<file path="src/shared/sprt_pkg.sv">
`default_nettype none
package sprt_pkg;

  // ---------------------------------------------------------------
  // register map (byte addresses)
  // ---------------------------------------------------------------
  localparam int SPRT_ADDR_W = 8;
  localparam logic [7:0] SPRT_OFS_PINCTL = 8'h00;
  localparam logic [7:0] SPRT_OFS_TIMCTL = 8'h04;
  localparam logic [7:0] SPRT_OFS_COUNT = 8'h08;
  localparam logic [7:0] SPRT_OFS_PERIOD = 8'h0C;

  // ---------------------------------------------------------------
  // field layout
  // ---------------------------------------------------------------
  localparam int SPRT_NUM_PINS = 3;
  localparam int SPRT_PIN_FLD_W = 4;
  localparam int SPRT_NUM_TIMERS = 2;
  localparam int SPRT_TIM_FLD_W = 6;
  localparam int SPRT_HALF_W = 16;
  localparam int SPRT_CNT_W = 16;
  localparam int SPRT_SYNC_W = 4;
  localparam int SPRT_TX = 0;
  localparam int SPRT_RX = 1;
  localparam int SPRT_PIN_CLK = 0;
  localparam int SPRT_PIN_DATA = 1;
  localparam int SPRT_PIN_SYNC = 2;
  localparam int SPRT_SYNC_TXCLK = 3;

  // ---------------------------------------------------------------
  // reset values
  // ---------------------------------------------------------------
  localparam logic [31:0] SPRT_RST_PINCTL = 32'h0000_0000;
  localparam logic [31:0] SPRT_RST_TIMCTL = 32'h0000_0000;
  localparam logic [31:0] SPRT_RST_WORD = 32'h0000_0000;

  // one pin field, bit 0 first: func_sel, dir, out, in
  typedef struct packed {
    logic dat_in;
    logic dat_out;
    logic dir;
    logic func_sel;
  } sprt_pin_t;

  // one timer field, bit 0 first: go, run_n_hold, clock_pulse, src
  typedef struct packed {
    logic flag;
    logic rsvd;
    logic src_sel;
    logic clock_pulse_sel;
    logic run_n_hold;
    logic go;
  } sprt_tctl_t;

endpackage : sprt_pkg
`default_nettype wire
</file>
<file path="src/hw/sprt_timer.sv">
`default_nettype none
module sprt_timer
  import sprt_pkg::*;
#(
  parameter int CNT_W = SPRT_CNT_W
)
(
  // clock and reset
  input wire logic i_clock,
  input wire logic i_srst,
  input wire logic i_clk_en,
  // control
  input wire sprt_tctl_t i_ctl,
  input wire logic i_ext_clk,
  input wire logic [CNT_W-1:0] i_period,
  input wire logic i_cnt_wr,
  input wire logic [CNT_W-1:0] i_cnt_wdata,
  // state
  output logic [CNT_W-1:0] o_count,
  output logic o_flag,
  output logic o_go_done,
  output logic o_irq
);

  logic prescale;
  logic ext_prev;
  logic tick;
  logic step;
  logic wrap;
  logic next_flag;
  logic [CNT_W-1:0] next_count;

  // ---------------------------------------------------------------
  // input clock select
  // ---------------------------------------------------------------
  always_comb
  begin
    tick = i_ctl.src_sel ? prescale : (i_ext_clk & ~ext_prev);
    step = i_ctl.run_n_hold & tick;
    next_count = o_count + CNT_W'(1);
    wrap = step & ~i_ctl.go & (next_count == i_period);
    o_go_done = step & i_ctl.go;
  end

  // prescaler stops with the counter so a resume continues mid-cycle
  always_ff @(posedge i_clock)
  begin
    if (i_srst)
      prescale <= 1'b0;
    else if (i_clk_en && i_ctl.run_n_hold)
      prescale <= ~prescale;
  end

  always_ff @(posedge i_clock)
  begin
    if (i_srst)
      ext_prev <= 1'b0;
    else if (i_clk_en)
      ext_prev <= i_ext_clk;
  end

  // ---------------------------------------------------------------
  // counter
  // ---------------------------------------------------------------
  always_ff @(posedge i_clock)
  begin
    if (i_srst)
      o_count <= '0;
    else if (i_clk_en)
    begin
      if (i_cnt_wr)
        o_count <= i_cnt_wdata;
      else if (o_go_done || wrap)
        o_count <= '0;
      else if (step)
        o_count <= next_count;
    end
  end

  // ---------------------------------------------------------------
  // status flag and rising-edge request
  // ---------------------------------------------------------------
  always_comb
  begin
    next_flag = o_flag;
    if (o_go_done)
      next_flag = 1'b0;
    else if (wrap)
      next_flag = i_ctl.clock_pulse_sel ? ~o_flag : 1'b1;
    else if (!i_ctl.clock_pulse_sel)
      next_flag = 1'b0;
  end

  always_ff @(posedge i_clock)
  begin
    if (i_srst)
    begin
      o_flag <= 1'b0;
      o_irq <= 1'b0;
    end
    else if (i_clk_en)
    begin
      o_flag <= next_flag;
      o_irq <= next_flag & ~o_flag;
    end
  end

endmodule : sprt_timer
`default_nettype wire

</file>
<file path="src/hw/sprt_top.sv">
//
// Contract
// - func_sel bit per receive pin: 0 general I/O, 1 serial pin.
// - in general mode, dir bit 0 makes pin input, 1 output.
// - data-out bit sets level driven while pin is general output.
// - data-in bit shows sampled pin level; writes ignored.
// - pin control and timer control registers clear to zero on reset.
// - timer control bits 5-0 transmit timer, 11-6 receive timer.
// - transmit go zeroes counter, starts on next input edge, self-clears.
// - writing 0 to a go bit does nothing.
// - hold bit 0 freezes counter and prescaler; 1 resumes.
// - timer registers stay readable and writable while held.
// - reset overrides hold and clears the timer.
// - clock mode: flag and output toggle, 50 percent duty.
// - pulse mode: flag and output high one clock per period.
// - source 1 counts at half the processor clock.
// - source 0 counts edges of transmit or receive clock pin.
// - external timer clock synchronised; must stay below reference/2.6.
// - status flag read-only, tracks uninverted timer output.
// - flag rising edge raises an interrupt request.
// - receive go zeroes and starts receive counter, self-clears.
// - 16-bit counters wrap to 0 on reaching period; reset clears.
// - period register: transmit low half, receive high half.
//
// Implementation choices: strobed register access and the register addresses.
`default_nettype none
module sprt_top
  import sprt_pkg::*;
#(
  parameter int CNT_W = SPRT_CNT_W
)
(
  // clock, reset, enable
  input wire logic i_clock,
  input wire logic i_srst,
  input wire logic i_clk_en,
  // register port
  input wire logic [SPRT_ADDR_W-1:0] i_addr,
  input wire logic [31:0] i_wdata,
  input wire logic i_wr,
  input wire logic i_rd,
  output logic [31:0] o_rdata,
  // receive clock pin
  input wire logic i_rx_clock_pin,
  output logic o_rx_clock_pin,
  output logic o_rx_clock_pin_oe_n,
  // receive data pin
  input wire logic i_rx_data_pin,
  output logic o_rx_data_pin,
  output logic o_rx_data_pin_oe_n,
  // receive frame sync pin
  input wire logic i_rx_sync_pin,
  output logic o_rx_sync_pin,
  output logic o_rx_sync_pin_oe_n,
  // transmit clock pin, used as timer source only
  input wire logic i_tx_clock_pin,
  // timer outputs
  output logic o_tx_timer_out,
  output logic o_tx_timer_irq,
  output logic o_rx_timer_irq
);

  // ---------------------------------------------------------------
  // elaboration checks
  // ---------------------------------------------------------------
  // counters share one word in halves, so they cannot exceed a half
  if (CNT_W < 2 || CNT_W > SPRT_HALF_W)
  begin : g_bad_cnt_w
    $error("sprt_top: CNT_W must be 2..16");
  end

  // the packed field views feed the read port directly, so they must match
  if ($bits(sprt_pin_t) != SPRT_PIN_FLD_W || $bits(sprt_tctl_t) != SPRT_TIM_FLD_W)
  begin : g_bad_fields
    $error("sprt_top: field structs do not match field widths");
  end

  // every field of one register must fit the 32-bit word
  if (SPRT_NUM_PINS * SPRT_PIN_FLD_W > 32 || SPRT_NUM_TIMERS * SPRT_TIM_FLD_W > 32)
  begin : g_bad_map
    $error("sprt_top: register fields exceed 32 bits");
  end

  // the transmit clock rides on the synchroniser beside the receive pins
  if (SPRT_SYNC_W != SPRT_NUM_PINS + 1 || SPRT_SYNC_TXCLK != SPRT_NUM_PINS)
  begin : g_bad_sync
    $error("sprt_top: synchroniser width does not match pin count");
  end

  // ---------------------------------------------------------------
  // declarations
  // ---------------------------------------------------------------
  logic [SPRT_SYNC_W-1:0] pin_meta;
  logic [SPRT_SYNC_W-1:0] pin_sync;
  logic [SPRT_SYNC_W-1:0] pin_raw;
  sprt_pin_t [SPRT_NUM_PINS-1:0] pinctl;
  sprt_tctl_t [SPRT_NUM_TIMERS-1:0] timctl;
  sprt_tctl_t [SPRT_NUM_TIMERS-1:0] tim_view;
  logic [SPRT_NUM_TIMERS-1:0][CNT_W-1:0] period;
  logic [SPRT_NUM_TIMERS-1:0][CNT_W-1:0] count;
  logic [SPRT_NUM_TIMERS-1:0] flag;
  logic [SPRT_NUM_TIMERS-1:0] go_done;
  logic [SPRT_NUM_TIMERS-1:0] irq;
  logic [SPRT_NUM_TIMERS-1:0] ext_clk;
  logic wr_pinctl;
  logic wr_timctl;
  logic wr_count;
  logic wr_period;
  logic [31:0] next_rdata;
  logic next_clk_drive;
  logic next_clk_level;

  // ---------------------------------------------------------------
  // helpers
  // ---------------------------------------------------------------
  function automatic logic reg_hit(
    input logic [SPRT_ADDR_W-1:0] addr,
    input logic [7:0] ofs
  );
    reg_hit = (addr == ofs);
  endfunction : reg_hit

  function automatic logic [SPRT_HALF_W-1:0] widen(
    input logic [CNT_W-1:0] val
  );
    widen = SPRT_HALF_W'(val);
  endfunction : widen

  // ---------------------------------------------------------------
  // address decode
  // ---------------------------------------------------------------
  always_comb
  begin
    wr_pinctl = i_wr & reg_hit(i_addr, SPRT_OFS_PINCTL);
    wr_timctl = i_wr & reg_hit(i_addr, SPRT_OFS_TIMCTL);
    wr_count = i_wr & reg_hit(i_addr, SPRT_OFS_COUNT);
    wr_period = i_wr & reg_hit(i_addr, SPRT_OFS_PERIOD);
  end

  // ---------------------------------------------------------------
  // pin synchronisers
  // ---------------------------------------------------------------
  // every pin is asynchronous to i_clock; the external timer clock
  // must stay well below the clock rate for these to see each edge
  always_comb
  begin
    pin_raw[SPRT_PIN_CLK] = i_rx_clock_pin;
    pin_raw[SPRT_PIN_DATA] = i_rx_data_pin;
    pin_raw[SPRT_PIN_SYNC] = i_rx_sync_pin;
    pin_raw[SPRT_SYNC_TXCLK] = i_tx_clock_pin;
  end

  always_ff @(posedge i_clock)
  begin
    if (i_srst)
    begin
      pin_meta <= '0;
      pin_sync <= '0;
    end
    else if (i_clk_en)
    begin
      pin_meta <= pin_raw;
      pin_sync <= pin_meta;
    end
  end

  always_comb
  begin
    ext_clk[SPRT_TX] = pin_sync[SPRT_SYNC_TXCLK];
    ext_clk[SPRT_RX] = pin_sync[SPRT_PIN_CLK];
  end

  // ---------------------------------------------------------------
  // receive pin control register
  // ---------------------------------------------------------------
  generate
    for (genvar p = 0; p < SPRT_NUM_PINS; p++)
    begin : g_pin
      localparam int F = p * SPRT_PIN_FLD_W;

      always_ff @(posedge i_clock)
      begin
        if (i_srst)
          pinctl[p] <= sprt_pin_t'(SPRT_RST_PINCTL[F +: SPRT_PIN_FLD_W]);
        else if (i_clk_en)
        begin
          // the data-in position holds the live sampled level instead
          pinctl[p].dat_in <= pin_sync[p];
          if (wr_pinctl)
          begin
            pinctl[p].func_sel <= i_wdata[F];
            pinctl[p].dir <= i_wdata[F+1];
            pinctl[p].dat_out <= i_wdata[F+2];
          end
        end
      end
    end
  endgenerate

  // ---------------------------------------------------------------
  // pin drivers
  // ---------------------------------------------------------------
  // in serial mode the clock pin carries the receive timer output
  // only when that timer runs from the internal source
  always_comb
  begin
    if (pinctl[SPRT_PIN_CLK].func_sel)
    begin
      next_clk_drive = timctl[SPRT_RX].src_sel;
      next_clk_level = flag[SPRT_RX];
    end
    else
    begin
      next_clk_drive = pinctl[SPRT_PIN_CLK].dir;
      next_clk_level = pinctl[SPRT_PIN_CLK].dat_out;
    end
  end

  always_ff @(posedge i_clock)
  begin
    if (i_srst)
    begin
      o_rx_clock_pin <= 1'b0;
      o_rx_clock_pin_oe_n <= 1'b1;
      o_rx_data_pin <= 1'b0;
      o_rx_data_pin_oe_n <= 1'b1;
      o_rx_sync_pin <= 1'b0;
      o_rx_sync_pin_oe_n <= 1'b1;
    end
    else if (i_clk_en)
    begin
      o_rx_clock_pin <= next_clk_level;
      o_rx_clock_pin_oe_n <= ~next_clk_drive;
      // data and frame sync are always inputs in serial mode
      o_rx_data_pin <= pinctl[SPRT_PIN_DATA].dat_out;
      o_rx_data_pin_oe_n <=
        pinctl[SPRT_PIN_DATA].func_sel | ~pinctl[SPRT_PIN_DATA].dir;
      o_rx_sync_pin <= pinctl[SPRT_PIN_SYNC].dat_out;
      o_rx_sync_pin_oe_n <=
        pinctl[SPRT_PIN_SYNC].func_sel | ~pinctl[SPRT_PIN_SYNC].dir;
    end
  end

  // ---------------------------------------------------------------
  // timer control, period and timers
  // ---------------------------------------------------------------
  generate
    for (genvar t = 0; t < SPRT_NUM_TIMERS; t++)
    begin : g_tim
      localparam int B = t * SPRT_TIM_FLD_W;
      localparam int H = t * SPRT_HALF_W;

      always_ff @(posedge i_clock)
      begin
        if (i_srst)
          timctl[t] <= sprt_tctl_t'(SPRT_RST_TIMCTL[B +: SPRT_TIM_FLD_W]);
        else if (i_clk_en)
        begin
          if (wr_timctl)
          begin
            timctl[t].run_n_hold <= i_wdata[B+1];
            timctl[t].clock_pulse_sel <= i_wdata[B+2];
            timctl[t].src_sel <= i_wdata[B+3];
          end
          // a fresh 1 wins over the self-clear; a written 0 is ignored
          if (wr_timctl && i_wdata[B])
            timctl[t].go <= 1'b1;
          else if (go_done[t])
            timctl[t].go <= 1'b0;
        end
      end

      always_ff @(posedge i_clock)
      begin
        if (i_srst)
          period[t] <= CNT_W'(SPRT_RST_WORD[H +: SPRT_HALF_W]);
        else if (i_clk_en && wr_period)
          period[t] <= CNT_W'(i_wdata[H +: SPRT_HALF_W]);
      end

      sprt_timer #(
        .CNT_W(CNT_W)
      ) u_timer (
        .i_clock(i_clock),
        .i_srst(i_srst),
        .i_clk_en(i_clk_en),
        .i_ctl(timctl[t]),
        .i_ext_clk(ext_clk[t]),
        .i_period(period[t]),
        .i_cnt_wr(wr_count),
        .i_cnt_wdata(CNT_W'(i_wdata[H +: SPRT_HALF_W])),
        .o_count(count[t]),
        .o_flag(flag[t]),
        .o_go_done(go_done[t]),
        .o_irq(irq[t])
      );

      always_comb
      begin
        tim_view[t] = timctl[t];
        tim_view[t].rsvd = 1'b0;
        tim_view[t].flag = flag[t];
      end
    end
  endgenerate

  // timer outputs straight from the timer flops
  always_comb
  begin
    o_tx_timer_out = flag[SPRT_TX];
    o_tx_timer_irq = irq[SPRT_TX];
    o_rx_timer_irq = irq[SPRT_RX];
  end

  // ---------------------------------------------------------------
  // read port
  // ---------------------------------------------------------------
  // a read has no side effect, so a running timer may be polled freely
  always_comb
  begin
    next_rdata = '0;
    if (i_rd)
    begin
      if (reg_hit(i_addr, SPRT_OFS_PINCTL))
        next_rdata = 32'(pinctl);
      else if (reg_hit(i_addr, SPRT_OFS_TIMCTL))
        next_rdata = 32'(tim_view);
      else if (reg_hit(i_addr, SPRT_OFS_COUNT))
        next_rdata = {widen(count[SPRT_RX]), widen(count[SPRT_TX])};
      else if (reg_hit(i_addr, SPRT_OFS_PERIOD))
        next_rdata = {widen(period[SPRT_RX]), widen(period[SPRT_TX])};
    end
  end

  // data stand only in the cycle after the read strobe
  always_ff @(posedge i_clock)
  begin
    if (i_srst)
      o_rdata <= '0;
    else if (i_clk_en)
      o_rdata <= next_rdata;
  end

endmodule : sprt_top
`default_nettype wire

</file>
<file path="config.mk">
export PLATFORM = sky130hd
export DESIGN_NAME = sprt_top
export DESIGN_NICKNAME = d
export VERILOG_FILES = /design/src/shared/sprt_pkg.sv /design/src/hw/sprt_timer.sv /design/src/hw/sprt_top.sv
export SDC_FILE = /design/constraint.sdc
export NUM_CORES = 1
export LEC_CHECK = 0
export ABC_AREA = 0
export BUFFER_PORTS_ARGS = -buffer_cell sky130_fd_sc_hd__buf_2
export CAP_MARGIN = 20
export CORE_ASPECT_RATIO = 0.5
export CORE_MARGIN = 4
export CORE_UTILIZATION = 45
export DETAILED_ROUTE_END_ITERATION = 10
export GPL_ROUTABILITY_DRIVEN = 0
export HOLD_SLACK_MARGIN = 0.05
export PLACE_DENSITY = 0.67
export SKIP_CTS_REPAIR_TIMING = 1
export SLEW_MARGIN = 20
export SYNTH_ARGS = -nofsm -noshare
export SYNTH_HDL_FRONTEND = slang
export SYNTH_HIERARCHICAL = 1
export SYNTH_SLANG_ARGS = --single-unit
export TNS_END_PERCENT = 50
</file>
<file path="constraint.sdc">
create_clock -name i_clock -period 2.65 [get_ports i_clock]
set_input_delay 0.265 -clock i_clock [delete_from_list [all_inputs] [get_ports i_clock]]
set_output_delay 0.265 -clock i_clock [all_outputs]
set_load 0.01 [all_outputs]
</file>
# Word-level counts from Yosys, hierarchy flattened
# Cells that the tools add are included.
# op_classes
add_sub_neg	2
n_eq_ne	5
muxes	27
bitwise	29
n_reduce_logical	18
# op_table
operator	count
2-to-1 mux 32 bit	5
2-to-1 mux 16 bit	6
adder 16 x 1 -> 16 bit (second input constant)	2
== test 16 bit	2
AND 1 bit	16
== test 8 x 4 -> 1 bit (second input constant)	2
2-to-1 mux 1 bit	16
AND reduction 2 bit	6
inverter 1 bit	11
== test 8 x 3 -> 1 bit (second input constant)	1
logical NOT 8 bit	1
nonzero test 3 bit	2
logical AND 1 bit	5
nonzero test 2 bit	2
logical OR 1 bit	2
bitwise OR 1 bit	2
# totals
reg_bits	137
input_bits	49
output_inout_bits	41

# Longest topological paths before layout
# depth
ltp_word	9
ltp_mapped	12

# Hierarchy
# Netlist, hierarchy kept.
# by_module_without_submodules
mod	n_inst	cells_each	area_each_um2	seq_area_each_um2
sprt_top	1	438	3888.7	1961.9
sprt_timer	2	235	1705.4	400.4

# Least setup slack after synthesis
# OpenSTA, ideal clock, no wires.
# synth_timing
path_type	reg2reg
from	register g_tim[0].u_timer.o_count[0]
to	register g_tim[0].u_timer.o_irq
setup_time_ns	0.070
arrival_ns	2.545
required_time_ns	2.580
setup_slack_ns	0.035
path_stages_with_launch	11
path_buffers	1
path_cell_list	dfxtp_1 -> ha_1 -> and3_1 -> buf_4 -> nand4_4 -> or4b_1 -> o211a_1 -> o21ai_2 -> nand4_4 -> or4b_1 -> a21oi_1
# synth_between
elab_chain_len	6
# synth_rtl
element	line_no	rtl
from (decl)	sprt_timer.sv:19	output logic [CNT_W-1:0] o_count,
from (signal assigned)	sprt_timer.sv:72	o_count <= i_cnt_wdata;
from (signal assigned)	sprt_timer.sv:76	o_count <= next_count;
adder 16 x 1 -> 16 bit	sprt_timer.sv:40	next_count = o_count + CNT_W'(1);
== test 16 bit	sprt_timer.sv:41	wrap = step & ~i_ctl.go & (next_count == i_period);
AND 1 bit	sprt_timer.sv:41	
2-to-1 mux 1 bit	sprt_timer.sv:88	else if (wrap)
2-to-1 mux 1 bit	sprt_timer.sv:86	if (o_go_done)
AND 1 bit	sprt_timer.sv:104	o_irq <= next_flag & ~o_flag;
to (signal assigned)	sprt_timer.sv:104	
to (decl)	sprt_timer.sv:22	output logic o_irq
# Every way passes these cells.
# A chain may end at the register's enable or synchronous reset.

# Final worst setup path
# layout_timing
from	register g_tim[0].u_timer.o_count[0]
to	register g_tim[0].u_timer.o_count[6]
# layout_between
elab_chain_len	6
word_cells_on_any_way	9
classes_between	add/sub: 1; eq/ne: 1; mux: 3; bitwise: 1; reduce/logical: 3
# layout_rtl
element	line_no	rtl
adder 16 x 1 -> 16 bit (*)	sprt_timer.sv:40	
== test 16 bit	sprt_timer.sv:41	
AND 1 bit	sprt_timer.sv:41	
logical OR 1 bit	sprt_timer.sv:73	else if (o_go_done || wrap)
nonzero test 3 bit (no source line) or 2-to-1 mux 16 bit (tied branches)	-	
AND reduction 2 bit (no source line) or 2-to-1 mux 16 bit (tied branches)	-	
# Every way passes the cells marked *; elsewhere a longest branch is shown, timed or not. The select of a mux whose other input is x is not followed.

==> metrics <==
first-pass GRT wire length 34.5 mm; dpl hpwl 15.0 mm; share of post-route cells with drive strength above 1 22.0%; GRT Total Usage 22.9%; Final Non-Filler Cells 1,244; CP Data Arrival Time 2.85 ns; Final period util 97.5%; leakage 3.57 nW; CTS tree yes; vias in the first global route 6,691; Max Slew Vio Count 0; Rel. slew slack 39.3%; placed insts 1,206; CTS Buffer Depth 2; yosys warns 6; CP startpoint kind flop; Hold Path Depth 3; Worst IR Drop VDD 0.458 mV; Cell Pwr Density 526 nW/um^2; clock latency on the worst-skew pair 0.42 ns; worst-margin pin slew 0.904 ns; synthesized netlist net count 958; CP Data Required Time 2.92 ns; Die Span Y 98.0 um; GR Util met1 30.6%; total number of vias 7,108; row cnt 32; DRT antenna net count 0; initial antenna violation count 1; die area 18,400 sq um; nets 1,063; Clock H-tree levels 4; FMAX 387 MHz; Crit Path Class reg -> reg; minimum clock period 2.58 ns; Layout area overhead 22.0%; clock sink total 138; Hold Vio Cnt, Final 0; drc violations 0; met2 global-route usage 37.4%; Congestion Overflow GR 0; post-synthesis instance total 907; # Max-Cap Violations 0; RSZ-0062 raised after global routing true; final core utilization 56.8%; GR peak layer met2; starting DRC count in detailed routing 637; outcome completed; die width 188 um; Final Cell Area 8900 sq um; CORE AREA 15,700 sq um; largest net degree at the start of global routing 53; drt first pass iters 5; CP max FO 8; I/O Buffers 89; Clock Pin Slew Worst Setup and Hold Paths 0.06 ns; met3 Usage GRT 5.64%; final wirelength 21.7 mm; Clk Tree Root Cell clkbuf_16; Crit. End Element flop; Netlist Area Pre-Place 7300 sq um; total CTS buffers 17; Worst Skew 0.00650 ns; Worst Hold Class in -> reg; # diodes 0; Setup-failing EPs final 0; DR WL/cell 17.5 um; Vias/cell 5.71; Avg Cell Area, Syn 8.04 sq um; pre-CTS WS -0.00489 ns; IO Count 90; Reg2Reg Depth 11; setup TNS 0 ns; DP Area 8140 sq um; initial core utilization 46.6%; min setup slack post-route 0.0668 ns
[registers in the layout, indices dropped and copies added, names as in the netlist, 4 cells and up]
| signal | flops |
|---|---|
| g_tim.u_timer/o_count | 32 |
| o_rdata | 32 |
| period | 32 |
| pin_meta | 4 |
| pin_sync | 4 |
| pinctl | 12 |
| tim_view | 8 |
[routing by layer]
metal | vias to the layer above | part of all wire [%]
met5 | - | 0.055
met4 | 2 | 1.3
met3 | 28 | 6.1
met2 | 238 | 47
met1 | 3399 | 46
li1 | 3441 | -
[stage by stage]
| stage | power (mW) | hold slack [ns] |
|---|---|---|
| 6_report | 4.68 | 0.0774 |
| 5_1_grt | 4.84 | 0.0789 |
| 4_1_cts | 4.71 | 0.0680 |
| 3_5_place_dp | 2.39 | 0.438 |
| 3_3_place_gp | 2.38 | 0.430 |
| 2_1_floorplan | 2.27 | 0.381 |
[worst paths after layout]
path                                                  from                                  endpoint  slack (ns)
setup / recovery  g_tim[0].u_timer/o_count[0]$_SDFFE_PP0P_  g_tim[0].u_timer/o_count[6]$_SDFFE_PP0P_        0.07
hold / removal                              i_tx_clock_pin                  pin_meta[3]$_SDFFE_PP0P_        0.08
setup reg to reg  g_tim[0].u_timer/o_count[0]$_SDFFE_PP0P_  g_tim[0].u_timer/o_count[6]$_SDFFE_PP0P_        0.07
hold reg to reg                   o_rdata[24]$_SDFFE_PP0P_                  o_rdata[24]$_SDFFE_PP0P_        0.45
[cells in the final DEF, fill, tap and decap left out, types with 5 or more instances in the layout]
cell type / n
nor2_1: 63
xnor2_1: 24
a21oi_1: 75
a211oi_1: 13
inv_1: 8
xor2_1: 26
and3_1: 8
a221oi_1: 5
o221ai_1: 14
nor3_1: 14
clkbuf_16: 17
mux2i_1: 64
a31oi_1: 9
nor4_1: 7
buf_2: 88
nand2b_1: 10
nand4_1: 9
nand3_1: 25
nand2_1: 168
dfxtp_1: 131
buf_4: 61
o21a_1: 6
dfxtp_2: 7
o21ai_0: 63
[power by group]
part	internal, mW	switching (mW)	leakage, nW	total [mW]
clock	1.40	0.940	0.271	2.34
sequential	2.09	0.0119	1.12	2.10
combinational	0.0894	0.155	2.19	0.245
total	3.58	1.11	3.57	4.68
[worst max-delay path: stages, from the launching register on]
cell	delay, ns
dfxtp_2	0.36
buf_6	0.13
nand4_1	0.10
buf_4	0.17
nor4_4	0.32
a31oi_2	0.16
nor4_1	0.26
buf_4	0.17
nand4_4	0.17
buf_6	0.19
a221oi_1	0.28
a2111oi_0	0.12
[final cells by class]
class | instances | area [sq um]
fill | 1439 | 6760
multi-input combinational | 695 | 4320
sequential | 138 | 2770
tap | 221 | 277
clock buffer | 19 | 443
inverter | 8 | 30.0
timing repair buffer | 152 | 932
clock inverter | 11 | 124
Power figures use the tool's default switching activity.
